$ cat src/rtl/cwm_pkg.sv
// Package: register map, field layout and constants for the waveform unit
package cwm_pkg;
  // Register byte offsets (AXI4-Lite word aligned)
  localparam logic [7:0] CTRL_OFS = 8'h00;
  localparam logic [7:0] POL_OFS = 8'h04;
  localparam logic [7:0] STEER_OFS = 8'h08;
  localparam logic [7:0] DBR_OFS = 8'h0C;
  localparam logic [7:0] DBF_OFS = 8'h10;
  localparam logic [7:0] SRC_OFS = 8'h14;
  localparam logic [7:0] STAT_OFS = 8'h18;
  // Control field positions
  localparam int CTRL_EN_BIT = 7;
  localparam int CTRL_MODE_LSB = 0;
  localparam int CTRL_SHDN_BIT = 6;
  // Steering register: enables in [3:0], fixed levels in [7:4]
  localparam int STEER_LVL_LSB = 4;
  // Field widths
  localparam int MODE_W = 3;
  localparam int DB_W = 6;
  localparam int SRC_W = 4;
  // Reset values
  localparam logic [7:0] CTRL_RST = 8'h00;
  localparam logic [3:0] POL_RST = 4'h0;
  localparam logic [7:0] STEER_RST = 8'h00;
  localparam logic [5:0] DB_RST = 6'h00;
  localparam logic [3:0] SRC_RST = 4'h0;
  // Mode codes
  localparam logic [2:0] MODE_ASTEER = 3'h0;
  localparam logic [2:0] MODE_SSTEER = 3'h1;
  localparam logic [2:0] MODE_FWD = 3'h2;
  localparam logic [2:0] MODE_REV = 3'h3;
  localparam logic [2:0] MODE_HALF = 3'h4;
  localparam logic [2:0] MODE_PP = 3'h5;
  // AXI responses
  localparam logic [1:0] RESP_OKAY = 2'h0;
  localparam logic [1:0] RESP_SLVERR = 2'h2;
endpackage

$ cat src/rtl/cwm_deadband.sv
// Edge delay unit: delays the rising edge of its input by a count
`timescale 1ns/10ps
module cwm_deadband #(
  parameter int DB_W = 6
) (
  input wire logic clock,
  input wire logic rst_n,
  input wire logic run,
  input wire logic sig_in,
  input wire logic [DB_W-1:0] delay,
  output logic sig_out
);
  logic [DB_W-1:0] cnt_q, cnt_d;
  logic out_q, out_d;

  // Count from zero up to delay while input high; drop at once when low
  always_comb begin
    cnt_d = cnt_q;
    out_d = out_q;
    if (!run || !sig_in) begin
      cnt_d = '0;
      out_d = 1'b0;
    end else if (!out_q) begin
      if (cnt_q == delay) begin
        out_d = 1'b1;
      end else begin
        cnt_d = cnt_q + 1'b1;
      end
    end
  end

  // Zero count gives a one-clock registered path only
  always_ff @(posedge clock or negedge rst_n) begin
    if (!rst_n) begin
      cnt_q <= '0;
      out_q <= 1'b0;
    end else begin
      cnt_q <= cnt_d;
      out_q <= out_d;
    end
  end

  assign sig_out = out_q;
endmodule

$ cat src/rtl/cwm_top.sv
// Complementary waveform unit: mode steering, dead band, AXI4-Lite regs
`timescale 1ns/10ps
module cwm_top #(
  parameter int SRC_N = 16
) (
  input wire logic clock,
  input wire logic rst_n,
  input wire logic [SRC_N-1:0] src_in,
  input wire logic shutdown_in,
  input wire logic [7:0] s_axi_awaddr,
  input wire logic s_axi_awvalid,
  output logic s_axi_awready,
  input wire logic [31:0] s_axi_wdata,
  input wire logic [3:0] s_axi_wstrb,
  input wire logic s_axi_wvalid,
  output logic s_axi_wready,
  output logic [1:0] s_axi_bresp,
  output logic s_axi_bvalid,
  input wire logic s_axi_bready,
  input wire logic [7:0] s_axi_araddr,
  input wire logic s_axi_arvalid,
  output logic s_axi_arready,
  output logic [31:0] s_axi_rdata,
  output logic [1:0] s_axi_rresp,
  output logic s_axi_rvalid,
  input wire logic s_axi_rready,
  output logic out_a,
  output logic out_b,
  output logic out_c,
  output logic out_d
);
  typedef enum logic [1:0] {
    PP_A = 2'b01,
    PP_B = 2'b10
  } cwm_pp_t;

  // Register state
  logic [7:0] ctrl_q, ctrl_d;
  logic [3:0] pol_q, pol_d;
  logic [7:0] steer_q, steer_d;
  logic [5:0] dbr_q, dbr_d;
  logic [5:0] dbf_q, dbf_d;
  logic [3:0] src_q, src_d;
  // Bus state
  logic aw_hold_q, aw_hold_d, w_hold_q, w_hold_d;
  logic [7:0] awaddr_q, awaddr_d;
  logic [31:0] wdata_q, wdata_d;
  logic [3:0] wstrb_q, wstrb_d;
  logic bvalid_q, bvalid_d, rvalid_q, rvalid_d;
  logic awready_q, wready_q, arready_q;
  logic [1:0] bresp_q, bresp_d, rresp_q, rresp_d;
  logic [31:0] rdata_q, rdata_d;
  // Datapath state
  logic [2:0] in_sync_q, sh_sync_q;
  logic in_prev_q, sh_prev_q;
  logic [3:0] str_act_q, str_act_d;
  logic [2:0] mode_act_q, mode_act_d;
  cwm_pp_t pp_q, pp_d;
  logic pp_pulse_q, pp_pulse_d;
  logic [3:0] outs_q, outs_d;
  logic dir_db_q, dir_db_d;

  logic enable, shdn, pin, in_rise, in_fall, do_wr, wr_ctrl, wr_steer;
  logic rise_dly, fall_dly, dir_dly, bridge_swap;
  logic [2:0] mode_reg;
  logic [3:0] raw;

  assign enable = ctrl_q[cwm_pkg::CTRL_EN_BIT];
  assign mode_reg = ctrl_q[cwm_pkg::CTRL_MODE_LSB +: cwm_pkg::MODE_W];
  // Input is agreed once second and third stages match
  assign pin = (in_sync_q[2] == in_sync_q[1]) ? in_sync_q[2] : in_prev_q;
  assign shdn = (sh_sync_q[2] == sh_sync_q[1]) ? sh_sync_q[2] : sh_prev_q;
  assign in_rise = pin & ~in_prev_q;
  assign in_fall = ~pin & in_prev_q;

  // Byte-lane merge shared by all register writes
  function automatic logic [7:0] merge8(input logic [7:0] old,
                                        input logic [31:0] wd,
                                        input logic [3:0] st);
    merge8 = st[0] ? wd[7:0] : old;
  endfunction
  // True for the two full-bridge directions
  function automatic logic is_bridge(input logic [2:0] m);
    is_bridge = m == cwm_pkg::MODE_FWD || m == cwm_pkg::MODE_REV;
  endfunction
  assign bridge_swap = mode_reg != mode_act_q && is_bridge(mode_reg) &&
                       is_bridge(mode_act_q);

  // Write address and data taken in any order, response after both
  always_comb begin
    aw_hold_d = aw_hold_q;
    w_hold_d = w_hold_q;
    awaddr_d = awaddr_q;
    wdata_d = wdata_q;
    wstrb_d = wstrb_q;
    bvalid_d = bvalid_q;
    bresp_d = bresp_q;
    if (s_axi_awvalid && !aw_hold_q && !bvalid_q) begin
      aw_hold_d = 1'b1;
      awaddr_d = s_axi_awaddr;
    end
    if (s_axi_wvalid && !w_hold_q && !bvalid_q) begin
      w_hold_d = 1'b1;
      wdata_d = s_axi_wdata;
      wstrb_d = s_axi_wstrb;
    end
    if (do_wr) begin
      aw_hold_d = 1'b0;
      w_hold_d = 1'b0;
      bvalid_d = 1'b1;
      bresp_d = (awaddr_q > cwm_pkg::SRC_OFS || awaddr_q[1:0] != 2'h0) ?
                cwm_pkg::RESP_SLVERR : cwm_pkg::RESP_OKAY;
    end
    if (bvalid_q && s_axi_bready) begin
      bvalid_d = 1'b0;
    end
  end
  assign do_wr = aw_hold_q & w_hold_q & ~bvalid_q;
  assign wr_ctrl = do_wr && awaddr_q == cwm_pkg::CTRL_OFS;
  assign wr_steer = do_wr && awaddr_q == cwm_pkg::STEER_OFS;

  // Register writes
  always_comb begin
    ctrl_d = ctrl_q;
    pol_d = pol_q;
    steer_d = steer_q;
    dbr_d = dbr_q;
    dbf_d = dbf_q;
    src_d = src_q;
    if (wr_ctrl) begin
      ctrl_d = merge8(ctrl_q, wdata_q, wstrb_q) & 8'h87;
    end
    if (do_wr && awaddr_q == cwm_pkg::POL_OFS) begin
      pol_d = 4'(merge8({4'h0, pol_q}, wdata_q, wstrb_q));
    end
    if (wr_steer) begin
      steer_d = merge8(steer_q, wdata_q, wstrb_q);
    end
    if (do_wr && awaddr_q == cwm_pkg::DBR_OFS) begin
      dbr_d = 6'(merge8({2'h0, dbr_q}, wdata_q, wstrb_q));
    end
    if (do_wr && awaddr_q == cwm_pkg::DBF_OFS) begin
      dbf_d = 6'(merge8({2'h0, dbf_q}, wdata_q, wstrb_q));
    end
    if (do_wr && awaddr_q == cwm_pkg::SRC_OFS) begin
      src_d = 4'(merge8({4'h0, src_q}, wdata_q, wstrb_q));
    end
  end

  // Read channel; status shows live outputs, active mode, active steering and push-pull phase
  always_comb begin
    rvalid_d = rvalid_q;
    rdata_d = rdata_q;
    rresp_d = rresp_q;
    if (s_axi_arvalid && !rvalid_q) begin
      rvalid_d = 1'b1;
      rresp_d = cwm_pkg::RESP_OKAY;
      unique case (s_axi_araddr)
        cwm_pkg::CTRL_OFS: rdata_d = {24'h0, ctrl_q[7], shdn, 3'h0,
                                      ctrl_q[2:0]};
        cwm_pkg::POL_OFS: rdata_d = {28'h0, pol_q};
        cwm_pkg::STEER_OFS: rdata_d = {24'h0, steer_q};
        cwm_pkg::DBR_OFS: rdata_d = {26'h0, dbr_q};
        cwm_pkg::DBF_OFS: rdata_d = {26'h0, dbf_q};
        cwm_pkg::SRC_OFS: rdata_d = {28'h0, src_q};
        cwm_pkg::STAT_OFS: rdata_d = {20'h0, mode_act_q, str_act_q,
                                      pp_q == PP_B, outs_q};
        default: begin
          rdata_d = 32'h0;
          rresp_d = cwm_pkg::RESP_SLVERR;
        end
      endcase
    end else if (rvalid_q && s_axi_rready) begin
      rvalid_d = 1'b0;
    end
  end

  // Steering, direction and push-pull sequencing
  always_comb begin
    str_act_d = str_act_q;
    mode_act_d = mode_act_q;
    pp_d = pp_q;
    pp_pulse_d = pp_pulse_q;
    dir_db_d = dir_db_q;
    if (!enable) begin
      mode_act_d = mode_reg;
      str_act_d = steer_q[3:0];
      pp_d = PP_A;
      pp_pulse_d = 1'b0;
      dir_db_d = 1'b0;
    end else begin
      if (mode_reg == cwm_pkg::MODE_ASTEER) begin
        str_act_d = steer_q[3:0];
      end else if (in_rise) begin
        str_act_d = steer_q[3:0];
      end
      if (mode_reg != mode_act_q && !bridge_swap) begin
        mode_act_d = mode_reg;
      end else if (bridge_swap && in_rise) begin
        mode_act_d = mode_reg;
        dir_db_d = 1'b1;
      end else if (in_fall) begin
        dir_db_d = 1'b0;
      end
      if (shdn) begin
        pp_d = PP_A;
        pp_pulse_d = 1'b0;
      end else if (in_rise) begin
        pp_pulse_d = 1'b1;
      end else if (in_fall && pp_pulse_q) begin
        pp_d = (pp_q == PP_A) ? PP_B : PP_A;
        pp_pulse_d = 1'b0;
      end
    end
  end

  // Mode decode into active-high drives, before polarity
  always_comb begin
    raw = 4'h0;
    unique case (mode_act_q)
      cwm_pkg::MODE_HALF: begin
        raw = {fall_dly, rise_dly, fall_dly, rise_dly};
      end
      cwm_pkg::MODE_PP: begin
        raw[0] = pp_pulse_q && pp_q == PP_A && pin;
        raw[1] = pp_pulse_q && pp_q == PP_B && pin;
        raw[2] = raw[0];
        raw[3] = raw[1];
      end
      cwm_pkg::MODE_FWD: begin
        raw = {dir_db_q ? dir_dly : pin, 3'b001};
      end
      cwm_pkg::MODE_REV: begin
        raw = {2'b01, dir_db_q ? dir_dly : pin, 1'b0};
      end
      default: begin
        raw = {4{pin}};
      end
    endcase
  end

  // Polarity, steering levels and shutdown applied at the pins
  always_comb begin
    outs_d = pol_q;
    if (enable && !shdn) begin
      for (int i = 0; i < 4; i++) begin
        if (mode_act_q == cwm_pkg::MODE_ASTEER ||
            mode_act_q == cwm_pkg::MODE_SSTEER) begin
          outs_d[i] = str_act_q[i] ? (pin ^ pol_q[i])
                    : steer_q[cwm_pkg::STEER_LVL_LSB + i];
        end else begin
          outs_d[i] = raw[i] ^ pol_q[i];
        end
      end
    end
  end

  // Rising and falling dead bands, plus direction-change band
  cwm_deadband #(.DB_W(cwm_pkg::DB_W)) u_rise (
    .clock(clock), .rst_n(rst_n), .run(enable), .sig_in(pin),
    .delay(dbr_q), .sig_out(rise_dly));
  cwm_deadband #(.DB_W(cwm_pkg::DB_W)) u_fall (
    .clock(clock), .rst_n(rst_n), .run(enable), .sig_in(~pin),
    .delay(dbf_q), .sig_out(fall_dly));
  cwm_deadband #(.DB_W(cwm_pkg::DB_W)) u_dir (
    .clock(clock), .rst_n(rst_n), .run(dir_db_q), .sig_in(pin),
    .delay(mode_act_q == cwm_pkg::MODE_REV ? dbr_q : dbf_q),
    .sig_out(dir_dly));

  // All state registers
  always_ff @(posedge clock or negedge rst_n) begin
    if (!rst_n) begin
      ctrl_q <= cwm_pkg::CTRL_RST;
      steer_q <= cwm_pkg::STEER_RST;
      {pol_q, src_q} <= {cwm_pkg::POL_RST, cwm_pkg::SRC_RST};
      {dbr_q, dbf_q} <= {cwm_pkg::DB_RST, cwm_pkg::DB_RST};
      {aw_hold_q, w_hold_q, awaddr_q, wdata_q, wstrb_q} <= '0;
      {bvalid_q, bresp_q, rvalid_q, rdata_q, rresp_q} <= '0;
      {awready_q, wready_q, arready_q} <= 3'h7;
      {in_sync_q, sh_sync_q, in_prev_q, sh_prev_q} <= '0;
      {str_act_q, mode_act_q, pp_pulse_q, outs_q, dir_db_q} <= '0;
      pp_q <= PP_A;
    end else begin
      {ctrl_q, pol_q, steer_q} <= {ctrl_d, pol_d, steer_d};
      {dbr_q, dbf_q, src_q} <= {dbr_d, dbf_d, src_d};
      {aw_hold_q, w_hold_q, awaddr_q} <= {aw_hold_d, w_hold_d, awaddr_d};
      {wdata_q, wstrb_q} <= {wdata_d, wstrb_d};
      {bvalid_q, bresp_q} <= {bvalid_d, bresp_d};
      {rvalid_q, rdata_q, rresp_q} <= {rvalid_d, rdata_d, rresp_d};
      awready_q <= ~aw_hold_d & ~bvalid_d; // Registered from next state
      wready_q <= ~w_hold_d & ~bvalid_d;
      arready_q <= ~rvalid_d;
      in_sync_q <= {in_sync_q[1:0], src_in[src_q]};
      sh_sync_q <= {sh_sync_q[1:0], shutdown_in};
      in_prev_q <= pin;
      sh_prev_q <= shdn;
      {str_act_q, mode_act_q} <= {str_act_d, mode_act_d};
      pp_q <= pp_d;
      {pp_pulse_q, outs_q, dir_db_q} <= {pp_pulse_d, outs_d, dir_db_d};
    end
  end

  assign s_axi_awready = awready_q;
  assign s_axi_wready = wready_q;
  assign s_axi_bvalid = bvalid_q;
  assign s_axi_bresp = bresp_q;
  assign s_axi_arready = arready_q;
  assign s_axi_rvalid = rvalid_q;
  assign s_axi_rdata = rdata_q;
  assign s_axi_rresp = rresp_q;
  assign out_a = outs_q[0];
  assign out_b = outs_q[1];
  assign out_c = outs_q[2];
  assign out_d = outs_q[3];
endmodule

$ cat config.mk
export PLATFORM = sky130hd
export DESIGN_NAME = cwm_top
export DESIGN_NICKNAME = d
export VERILOG_FILES = /design/src/rtl/cwm_pkg.sv /design/src/rtl/cwm_deadband.sv /design/src/rtl/cwm_top.sv
export SDC_FILE = /design/constraint.sdc
export NUM_CORES = 1
export LEC_CHECK = 0
export ABC_AREA = 1
export BUFFER_PORTS_ARGS = -buffer_cell sky130_fd_sc_hd__buf_2
export CORE_AREA = 4 4 109 111
export CTS_CLUSTER_DIAMETER = 200
export CTS_CLUSTER_SIZE = 28
export DETAILED_ROUTE_END_ITERATION = 6
export DIE_AREA = 0 0 113 115
export PLACE_DENSITY = 0.85
export SETUP_SLACK_MARGIN = 0.05
export SLEW_MARGIN = 20
export SYNTH_ARGS = -nofsm -noshare
export SYNTH_HDL_FRONTEND = slang
export SYNTH_HIERARCHICAL = 1
export SYNTH_SLANG_ARGS = --single-unit
$ cat constraint.sdc
create_clock -name clock -period 4.45 [get_ports clock]
set_clock_uncertainty 0.15 [all_clocks]
set_input_delay 0.445 -clock clock [delete_from_list [all_inputs] [get_ports clock]]
set_output_delay 0.445 -clock clock [all_outputs]
set_load 0.02 [all_outputs]
## Yosys cells after proc, flatten, opt, wreduce, memory -nomap -nowiden

Index checks and enable logic that the tools add are counted.

| word-level totals | value |
|---|---|
| logic and storage cells | 220 |
| input port bits | 76 |
| register bits after elaboration | 136 |
| output and inout bits | 45 |

| cells by class | value |
|---|---|
| bitwise gates (word level) | 21 |
| $lt $le $gt $ge | 2 |
| equality and inequality tests | 39 |
| multiplexer cells | 64 |
| reduce and logical (&&, ||, !) cells | 56 |
| add/subtract/negate cells | 3 |

Operators with widths:

| operator | count |
|---|---|
| 12-bit case mux with 7 select lines | 1 |
| 6-bit 2-to-1 mux | 10 |
| 8-bit by 5-bit == test with 1-bit output (second input constant) | 5 |
| 1-bit 2-to-1 mux | 37 |
| 8-bit by 4-bit == test with 1-bit output (second input constant) | 4 |
| 1-bit logical AND | 23 |
| 2-bit AND reduction | 11 |
| 6-bit by 1-bit adder with 6-bit output (second input constant) | 3 |
| 6-bit == test | 3 |
| 8-bit by 3-bit == test with 1-bit output (second input constant) | 2 |
| 8-bit logical NOT | 2 |
| 4-bit 2-to-1 mux | 4 |
| 4-bit case mux with 4 select lines | 1 |
| 2-bit 2-to-1 mux | 7 |
| 3-bit by 2-bit == test with 1-bit output (second input constant) | 4 |
| 3-bit by 1-bit inequality test with 1-bit output (second input constant) | 4 |
| 1-bit logical NOT | 9 |
| 3-bit 2-to-1 mux | 3 |
| 8-bit by 5-bit greater-than comparator with 1-bit output (second input constant) | 1 |
| 2-bit inequality test (second input constant) | 4 |
| 1-bit bitwise XOR | 8 |
| 1-bit logical OR | 7 |
| 1-bit NOT | 7 |
| 7-bit OR reduction | 1 |
| 14 further kinds | 24 |

## Depth between registers and ports, before layout

Gate-level depths: netlist of run 1.

| logic depth | value |
|---|---|
| depth in word-level cells | 9 |
| mapped depth | 15 |
| mapped depth without buffers | 15 |

## By module

The synthesis of run 1 kept the hierarchy.

Modules (own cells, without submodules):

| module | times used | cells each | area an instance (um^2) |
|---|---|---|---|
| cwm_top | 1 | 562 | 4702.0 |
| cwm_deadband | 3 | 96 | 598.1 |

## Worst setup path before layout of run 1

Ideal clock, no wire load.

| path | value |
|---|---|
| kind | reg-to-reg |
| from | reg mode_act_q[2] |
| to | reg u_dir.cnt_q[5] |
| slack | 2.509 ns |
| arrival time | 1.726 ns |
| buffers on the path | 0 |
| stages on the path, launching flop included | 14 |
| cells stage by stage | dfrtp_1 inv_1 nand2_2 nor2_4 inv_2 o21ai_0 inv_1 nand2_1 nand2_1 nor2_2 nand3_4 nand2_4 nand3_1 nand2_1 |

| between the ends | value |
|---|---|
| word-level cells in the longest chain between the ends | 5 |

Ends and longest elaborated chain:

| element | line | text |
|---|---|---|
| start: declaration | cwm_top.sv:57 | `logic [2:0] mode_act_q, mode_act_d;` |
| start signal: assignment | cwm_top.sv:297 | `{str_act_q, mode_act_q} <= {str_act_d, mode_act_d};` |
| 3-bit by 2-bit == test with 1-bit output | cwm_top.sv:267 | `.delay(mode_act_q == cwm_pkg::MODE_REV ? dbr_q : dbf_q),` |
| 6-bit 2-to-1 mux | cwm_top.sv:267 |  |
| 6-bit == test | cwm_deadband.sv:24 | `if (cnt_q == delay) begin` |
| 2-bit by 1-bit inequality test with 1-bit output (no line) | -- |  |
| 2-bit AND reduction (no line) | -- |  |
| end signal: assignment | cwm_deadband.sv:38 | `cnt_q <= cnt_d;` |
| end: declaration | cwm_deadband.sv:13 | `logic [DB_W-1:0] cnt_q, cnt_d;` |

Every way passes these cells.
A chain may end at the register's enable or synchronous reset.

## Worst setup path after layout of run 1

Same ends and word-level chain as after synthesis.

==> reports/summary.txt, run 1 <==
Clock Latency Late Sink: 520 ps
Clock Path Buffers: 2
final worst setup slack: 2190 ps
YS warnings: 6
CTS tree: yes
Non-Filler Cell Area, Final: 7580 um2
initial antenna violation count: 0
most used cell along the critical path: nand2_1
CP Class: reg2reg
Remaining DRCs: 0
Detail Placement HPWL: 11200 um
R2R Path End: u_dir/cnt_q[5]$_DFFE_PN0P_
met1 WL: 6670 um
r2r setup slk: 2190 ps
Die Span Y: 115 um
1st-pass router iterations: 5
antenna-violating nets left: 0
Most used DFF post-synth: dfrtp_1
initial DRC count: 436
Max FO, Critical Path: 10
final net count: 1018
Synth Instances: 850
syn_area_per_cell: 7.64 um2
met2 WL: 7680 um
Pwr per Cell Area: 483 nW/um2
final hold viol count: 0
number of enable flip-flop cells after synthesis: 0
clock period minus worst slack: 2260 ps
async set-reset flop share out of synthesis: 1.00
Die Footprint: 13000 um2
DR vias/cell: 5.43
startpoint types: register
Worst setup EP type: register
Post-Route WL: 16200 um
Slew Limit Fails: 0
Ant. Diodes: 0
f_max: 0.443 GHz
Slowest-stage cell, CP: dfrtp_1
Worst EP required: 4760 ps
post-place setup slack: 2210 ps
#FFs+latches synth: 114
reg2reg start: mode_act_q[2]$_DFFE_PN0P_
Final Setup Violations: 0
DP Area: 6890 um2
Hold Path Depth: 2
cell family contributing the most delay on the critical path: simple AND/OR/NAND/NOR gates
setup TNS: 0 ps
Pleak: 3.91 nW
Synth-to-Final Area Change: 16.6%
Hold Slack: 20.0 ps
first-pass GRT wire length: 26800 um
highest routed layer: met4
total grt overflow: 0
synthesized area: 6500 um2
Root Buffer: clkbuf_8
final period utilization: 0.508
Clock transition at path regs: 60 ps
Total Routing Usage GR: 0.258
hold crit path type: in2reg
layout cells sized above 1: 0.171
CTS Sinks: 114
RSZ-0062 raised after global routing: no
R2R depth: 13
Die W: 113 um
cts bufs inserted: 17
worst endpoint data arrival time: 2570 ps
vias after detailed routing: 5930
metal3 WL: 1250 um
hold path startpoint: s_axi_awaddr[1]
H-Tree Depth: 4
critical-path cell list: inv_1 > nand2_2 > nor2_4 > inv_2 > o21ai_0 > inv_1 > nand2_1 > nand2_1 > nor2_2 > nand3_4 > nand2_4 > nand3_1 > nand2_1
IO Count: 121
IO buf count: 71
sequential share of the synthesized area: 0.440
Core ar.: 10800 um2
Distinct cells, synth: 46
Slew HR: 0.293
vias in the first global route: 5732
Max rail drop VDD: 0.386 mV
gpl congestion: 0.983
WHS Endpoint: awaddr_q[1]$_DFFE_PN0P_
WP buf/inv: 3
Initial Utilization: 0.602
status: finished clean
FP Rows: 38
measured slew at the worst slew-check pin: 1040 ps
Pwr Total: 3.66 mW
WL per Instance: 14.8 um
post-CTS setup buffer count: 0
Crit path largest cell delay: 450 ps
maxcap violations: 0
largest net degree at the start of global routing: 49
==> state kept, by name (all words and copies together) (netlist names), 6 cells and up <==
signal        cells
awaddr_q          8
dbf_q             6
dbr_q             6
s_axi_rdata      12
steer_q           8
u_dir/cnt_q       6
u_fall/cnt_q      6
u_rise/cnt_q      6
wdata_q           8
==> report_power, final <==
group          switching, mW  internal, mW  total [mW]  leakage (nW)
clock                  0.496         0.832        1.33         0.272
sequential             0.167          1.22        1.39          1.50
combinational          0.637         0.310       0.947          2.14
total                   1.30          2.36        3.66          3.91
==> synth_stat cells (6+ instances only) <==
cell type  count  area, um2
nand2_1      243        912
dfrtp_1      110       2750
inv_1        107        402
nor2_1        80        300
nand3_1       66        330
o21ai_0       46        230
a21oi_1       37        185
buf_4         22        165
nand4_1       15       93.8
xor2_1        10       87.6
mux2_2         9        101
nor2_2         9       56.3
inv_2          8       30.0
o21a_1         8       60.1
nor2_4         7       78.8
buf_2          6       30.0
==> how the worst max path moves through the flow <==
stage	end	depth (start not counted)	start
detailed placement	u_dir/cnt_q[5]$_DFFE_PN0P_	13	mode_act_q[2]$_DFFE_PN0P_
floorplan	u_dir/cnt_q[5]$_DFFE_PN0P_	13	mode_act_q[2]$_DFFE_PN0P_
finish	u_dir/cnt_q[5]$_DFFE_PN0P_	13	mode_act_q[2]$_DFFE_PN0P_
global route	u_dir/cnt_q[2]$_DFFE_PN0P_	13	mode_act_q[2]$_DFFE_PN0P_
global placement	u_dir/cnt_q[1]$_DFFE_PN0P_	13	mode_act_q[2]$_DFFE_PN0P_
CTS	u_dir/cnt_q[5]$_DFFE_PN0P_	13	mode_act_q[2]$_DFFE_PN0P_
==> per-layer routing <==
| metal | up-vias | GRT usage |
|---|---|---|
| met4 | 0 | 0.127 |
| met2 | 257 | 0.425 |
| met3 | 59 | 0.0563 |
| met1 | 2751 | 0.324 |
| li1 | 2863 | - |
| met5 | - | 0 |
==> per-stage QoR <==
step / instances / utilization
6_report: 1092 / 0.702
5_1_grt: 1092 / 0.702
4_1_cts: 1092 / 0.702
3_5_place_dp: 1049 / 0.638
3_3_place_gp: 1049 / 0.638
2_1_floorplan: 871 / -
==> final cells by class <==
cell class                 count  area, um2
clock buffer                  22        453
clock inverter                10        126
fill                         816       3220
inverter                     118        450
multi-input combinational    604       3030
sequential                   114       2860
tap                          140        175
timing repair buffer          84        483
==> cells in the final DEF, fill, tap and decap left out, drive strengths merged <==
cell type / Yosys / layout
a211oi: 1 / 1
a21oi: 38 / 38
a41oi: 1 / 1
buf: 30 / 73
bufinv: 0 / 2
clkbuf: 5 / 22
clkinv: 0 / 3
clkinvlp: 0 / 3
conb: 1 / 22
dfrtp: 110 / 110
dfstp: 4 / 4
dlygate4sd3: 0 / 11
ha: 3 / 3
inv: 118 / 120
maj3: 1 / 1
mux2: 10 / 10
mux2i: 3 / 3
nand2: 252 / 252
nand3: 69 / 69
nand3b: 1 / 1
nand4: 17 / 17
nor2: 97 / 97
nor3: 6 / 6
nor4: 1 / 1
o211ai: 1 / 1
o21a: 8 / 8
o21ai: 46 / 46
o21bai: 1 / 1
o221ai: 4 / 4
o22ai: 4 / 4
o311ai: 1 / 1
o31ai: 4 / 4
o32ai: 1 / 1
or2: 2 / 2
xor2: 10 / 10
==> worst reg2reg max path: stages, from the launching register on <==
cell	delay [ps]
dfrtp_1	450
inv_1	170
nand2_2	120
nor2_4	150
inv_2	100
o21ai_0	300
inv_1	100
nand2_1	70
nand2_1	60
nor2_2	150
nand3_4	130
nand2_4	110
nand3_1	70
nand2_1	70
==> timing repair <==
| action | in CTS | in global routing |
|---|---|---|
| hold buffers | 11 | 0 |
| hold endpoints to repair | 56 | 0 |
| gates resized for setup | 0 | 0 |
==> cell families after synthesis <==
group | share of synthesized area
compound gates | 0.0959
xor+xnor | 0.0135
fa+ha+maj | 0.00732
buf+inv | 0.106
flops | 0.440
mux | 0.0220
other cells | 0.000577
simple gates | 0.315
Note: power is estimated with default switching activity, not from simulation.
==> run 2: changes to the inputs <==
- CORE_AREA: 4 4 109 111 -> 4 4 118 120
- DIE_AREA: 0 0 113 115 -> 0 0 122 124
- PLACE_DENSITY: 0.85 -> 0.76
- clock period: 4.45 -> 2 ns (I/O delays scaled with it)
==> reports/summary.txt, run 2 (synthesis results as in run 1) <==
Max rail drop VDD: 1.06 mV (+170%)
WP buf/inv: 3 (unchanged)
vias in the first global route: 5460 (-4.7%)
final net count: 1045 (+2.7%)
layout cells sized above 1: 0.192 (+0.0208)
Die Span Y: 124 um (+7.8%)
Worst EP required: 2210 ps (-2550 ps)
Core ar.: 13000 um2 (+20%)
gpl congestion: 0.933 (-5.1%)
Clock Path Buffers: 2 (unchanged)
Die W: 122 um (+8.0%)
H-Tree Depth: 4 (unchanged)
Pwr per Cell Area: 1050 nW/um2 (+120%)
highest routed layer: met4
r2r setup slk: 120 ps (-2070 ps)
met1 WL: 6990 um (+4.9%)
Die Footprint: 15100 um2 (+16%)
Initial Utilization: 0.500 (-0.101)
status: finished clean
final hold viol count: 0 (unchanged)
f_max: 0.532 GHz (+20%)
CTS Sinks: 114 (unchanged)
commonest non-fill, non-tap cell in the layout: nand2_1
most frequent cells in the layout: nand2_1, dfrtp_1, inv_1, nor2_1, buf_2
IO Count: 121 (unchanged)
Post-Route WL: 15900 um (-1.7%)
total grt overflow: 0 (unchanged)
DR vias/cell: 5.01 (-7.8%)
RSZ-0062 raised after global routing: yes
clock period minus worst slack: 1880 ps (-381 ps)
Slew Limit Fails: 0 (unchanged)
setup TNS: 0 ps (unchanged)
met2 WL: 7600 um (-1.1%)
Max FO, Critical Path: 6 (-4)
initial DRC count: 391 (-10%)
Total Routing Usage GR: 0.220 (-0.0374)
Root Buffer: clkbuf_16
Synth-to-Final Area Change: 22.1%
Slew HR: 0.360 (+0.0676)
WHS Endpoint: in_sync_q[0]$_DFF_PN0_
hold crit path type: in2reg
Final Setup Violations: 0 (unchanged)
largest net degree at the start of global routing: 67 (+37%)
Detail Placement HPWL: 11300 um (+1.6%)
final period utilization: 0.939 (+0.432)
measured slew at the worst slew-check pin: 945 ps (-99.8 ps)
1st-pass router iterations: 5 (unchanged)
first-pass GRT wire length: 26100 um (-2.5%)
metal3 WL: 1000 um (-20%)
hold path startpoint: src_in[15]
startpoint types: register
Clock transition at path regs: 50 ps (about the same)
Pwr Total: 8.30 mW (+130%)
antenna-violating nets left: 0 (unchanged)
Crit path largest cell delay: 380 ps (-70 ps)
Clock Latency Late Sink: 430 ps (-90 ps)
Hold Path Depth: 5 (+3)
critical-path cell list: inv_2 > nand2_4 > nor2_4 > buf_4 > nand2_1 > nand2_2 > inv_1 > nand2_1 > nand2_1 > nor2_4 > nand3_4 > nand2_4 > nand3_1 > nand2_1
initial antenna violation count: 0 (unchanged)
R2R depth: 14 (+1)
worst endpoint data arrival time: 2090 ps (-480 ps)
FP Rows: 42 (+11%)
CP Class: reg2reg
DP Area: 7100 um2 (+3.1%)
maxcap violations: 0 (unchanged)
Remaining DRCs: 0 (unchanged)
vias after detailed routing: 5785 (-2.4%)
most used cell along the critical path: nand2_1
CTS tree: yes
Pleak: 4.06 nW (+3.8%)
Worst setup EP type: register
Slowest-stage cell, CP: dfrtp_1
WL per Instance: 13.7 um (-7.1%)
Non-Filler Cell Area, Final: 7930 um2 (+4.7%)
post-CTS setup buffer count: 0 (unchanged)
IO buf count: 71 (unchanged)
reg2reg start: mode_act_q[2]$_DFFE_PN0P_
R2R Path End: u_dir/cnt_q[2]$_DFFE_PN0P_
number of flip-flops in the largest register: 12 (unchanged)
cell family contributing the most delay on the critical path: simple AND/OR/NAND/NOR gates
Ant. Diodes: 0 (unchanged)
cts bufs inserted: 17 (unchanged)
==> run 2: metrics by stage <==
stage / setup slack [ps] / utilization / hold WS (ps) / instances
2_1_floorplan: 59.1 / - / -246 / 871
3_3_place_gp: 95.1 / 0.547 / 85.7 / 1102
3_5_place_dp: 1.07 / 0.547 / 82.7 / 1102
4_1_cts: 80.9 / 0.608 / 42.0 / 1155
5_1_grt: -6.71 / 0.611 / 81.0 / 1155
6_report: 121 / 0.611 / 45.3 / 1155
==> run 2: routing by layer <==
| layer | GRT usage | vias to the layer above |
|---|---|---|
| met4 | 0.0735 | 0 |
| li1 | - | 2911 |
| met2 | 0.361 | 174 |
| met3 | 0.0500 | 25 |
| met5 | 0 | - |
| met1 | 0.292 | 2675 |
==> run 2: what timing repair did <==
action | in CTS | in global routing
resized for setup | 2 | 12
hold endpoints to repair | 135 | 0
setup endpoints to repair | 6 | 8
hold buffers | 21 | 0
pin swaps | 0 | 6
==> run 2: how the worst max path moves through the flow <==
stage                                    from                    endpoint  slack (ps)  cells after the start
floorplan           mode_act_q[2]$_DFFE_PN0P_  u_dir/cnt_q[5]$_DFFE_PN0P_          60                     13
global placement    mode_act_q[2]$_DFFE_PN0P_  u_dir/cnt_q[1]$_DFFE_PN0P_         100                     13
detailed placement  mode_act_q[2]$_DFFE_PN0P_  u_dir/cnt_q[2]$_DFFE_PN0P_           1                     13
CTS                 mode_act_q[2]$_DFFE_PN0P_  u_dir/cnt_q[2]$_DFFE_PN0P_          80                     13
global route        mode_act_q[1]$_DFFE_PN0P_  u_dir/cnt_q[4]$_DFFE_PN0P_          -7                     13
finish              mode_act_q[2]$_DFFE_PN0P_  u_dir/cnt_q[2]$_DFFE_PN0P_         120                     14
==> run 2: area by class of cell <==
type                       instances  area, um2
fill                            1104       5050
sequential                       114       2860
clock inverter                    14        153
tap                              176        220
clock buffer                      18        429
multi-input combinational        604       3070
timing repair buffer             111        748
inverter                         118        453
==> run 2: report_power, final <==
group	total [mW]	internal [mW]	switching, mW
registers	3.09	2.72	0.370
clock network	2.97	1.84	1.13
logic	2.25	0.803	1.45
total	8.30	5.36	2.94
==> run 2: worst reg2reg max path, delay by kind of cell, from the launching register on <==
kind / cells / cell delay (ps)
and+or+nand+nor: 11 / 1020
DFF: 1 / 380
buffers and inverters: 3 / 280
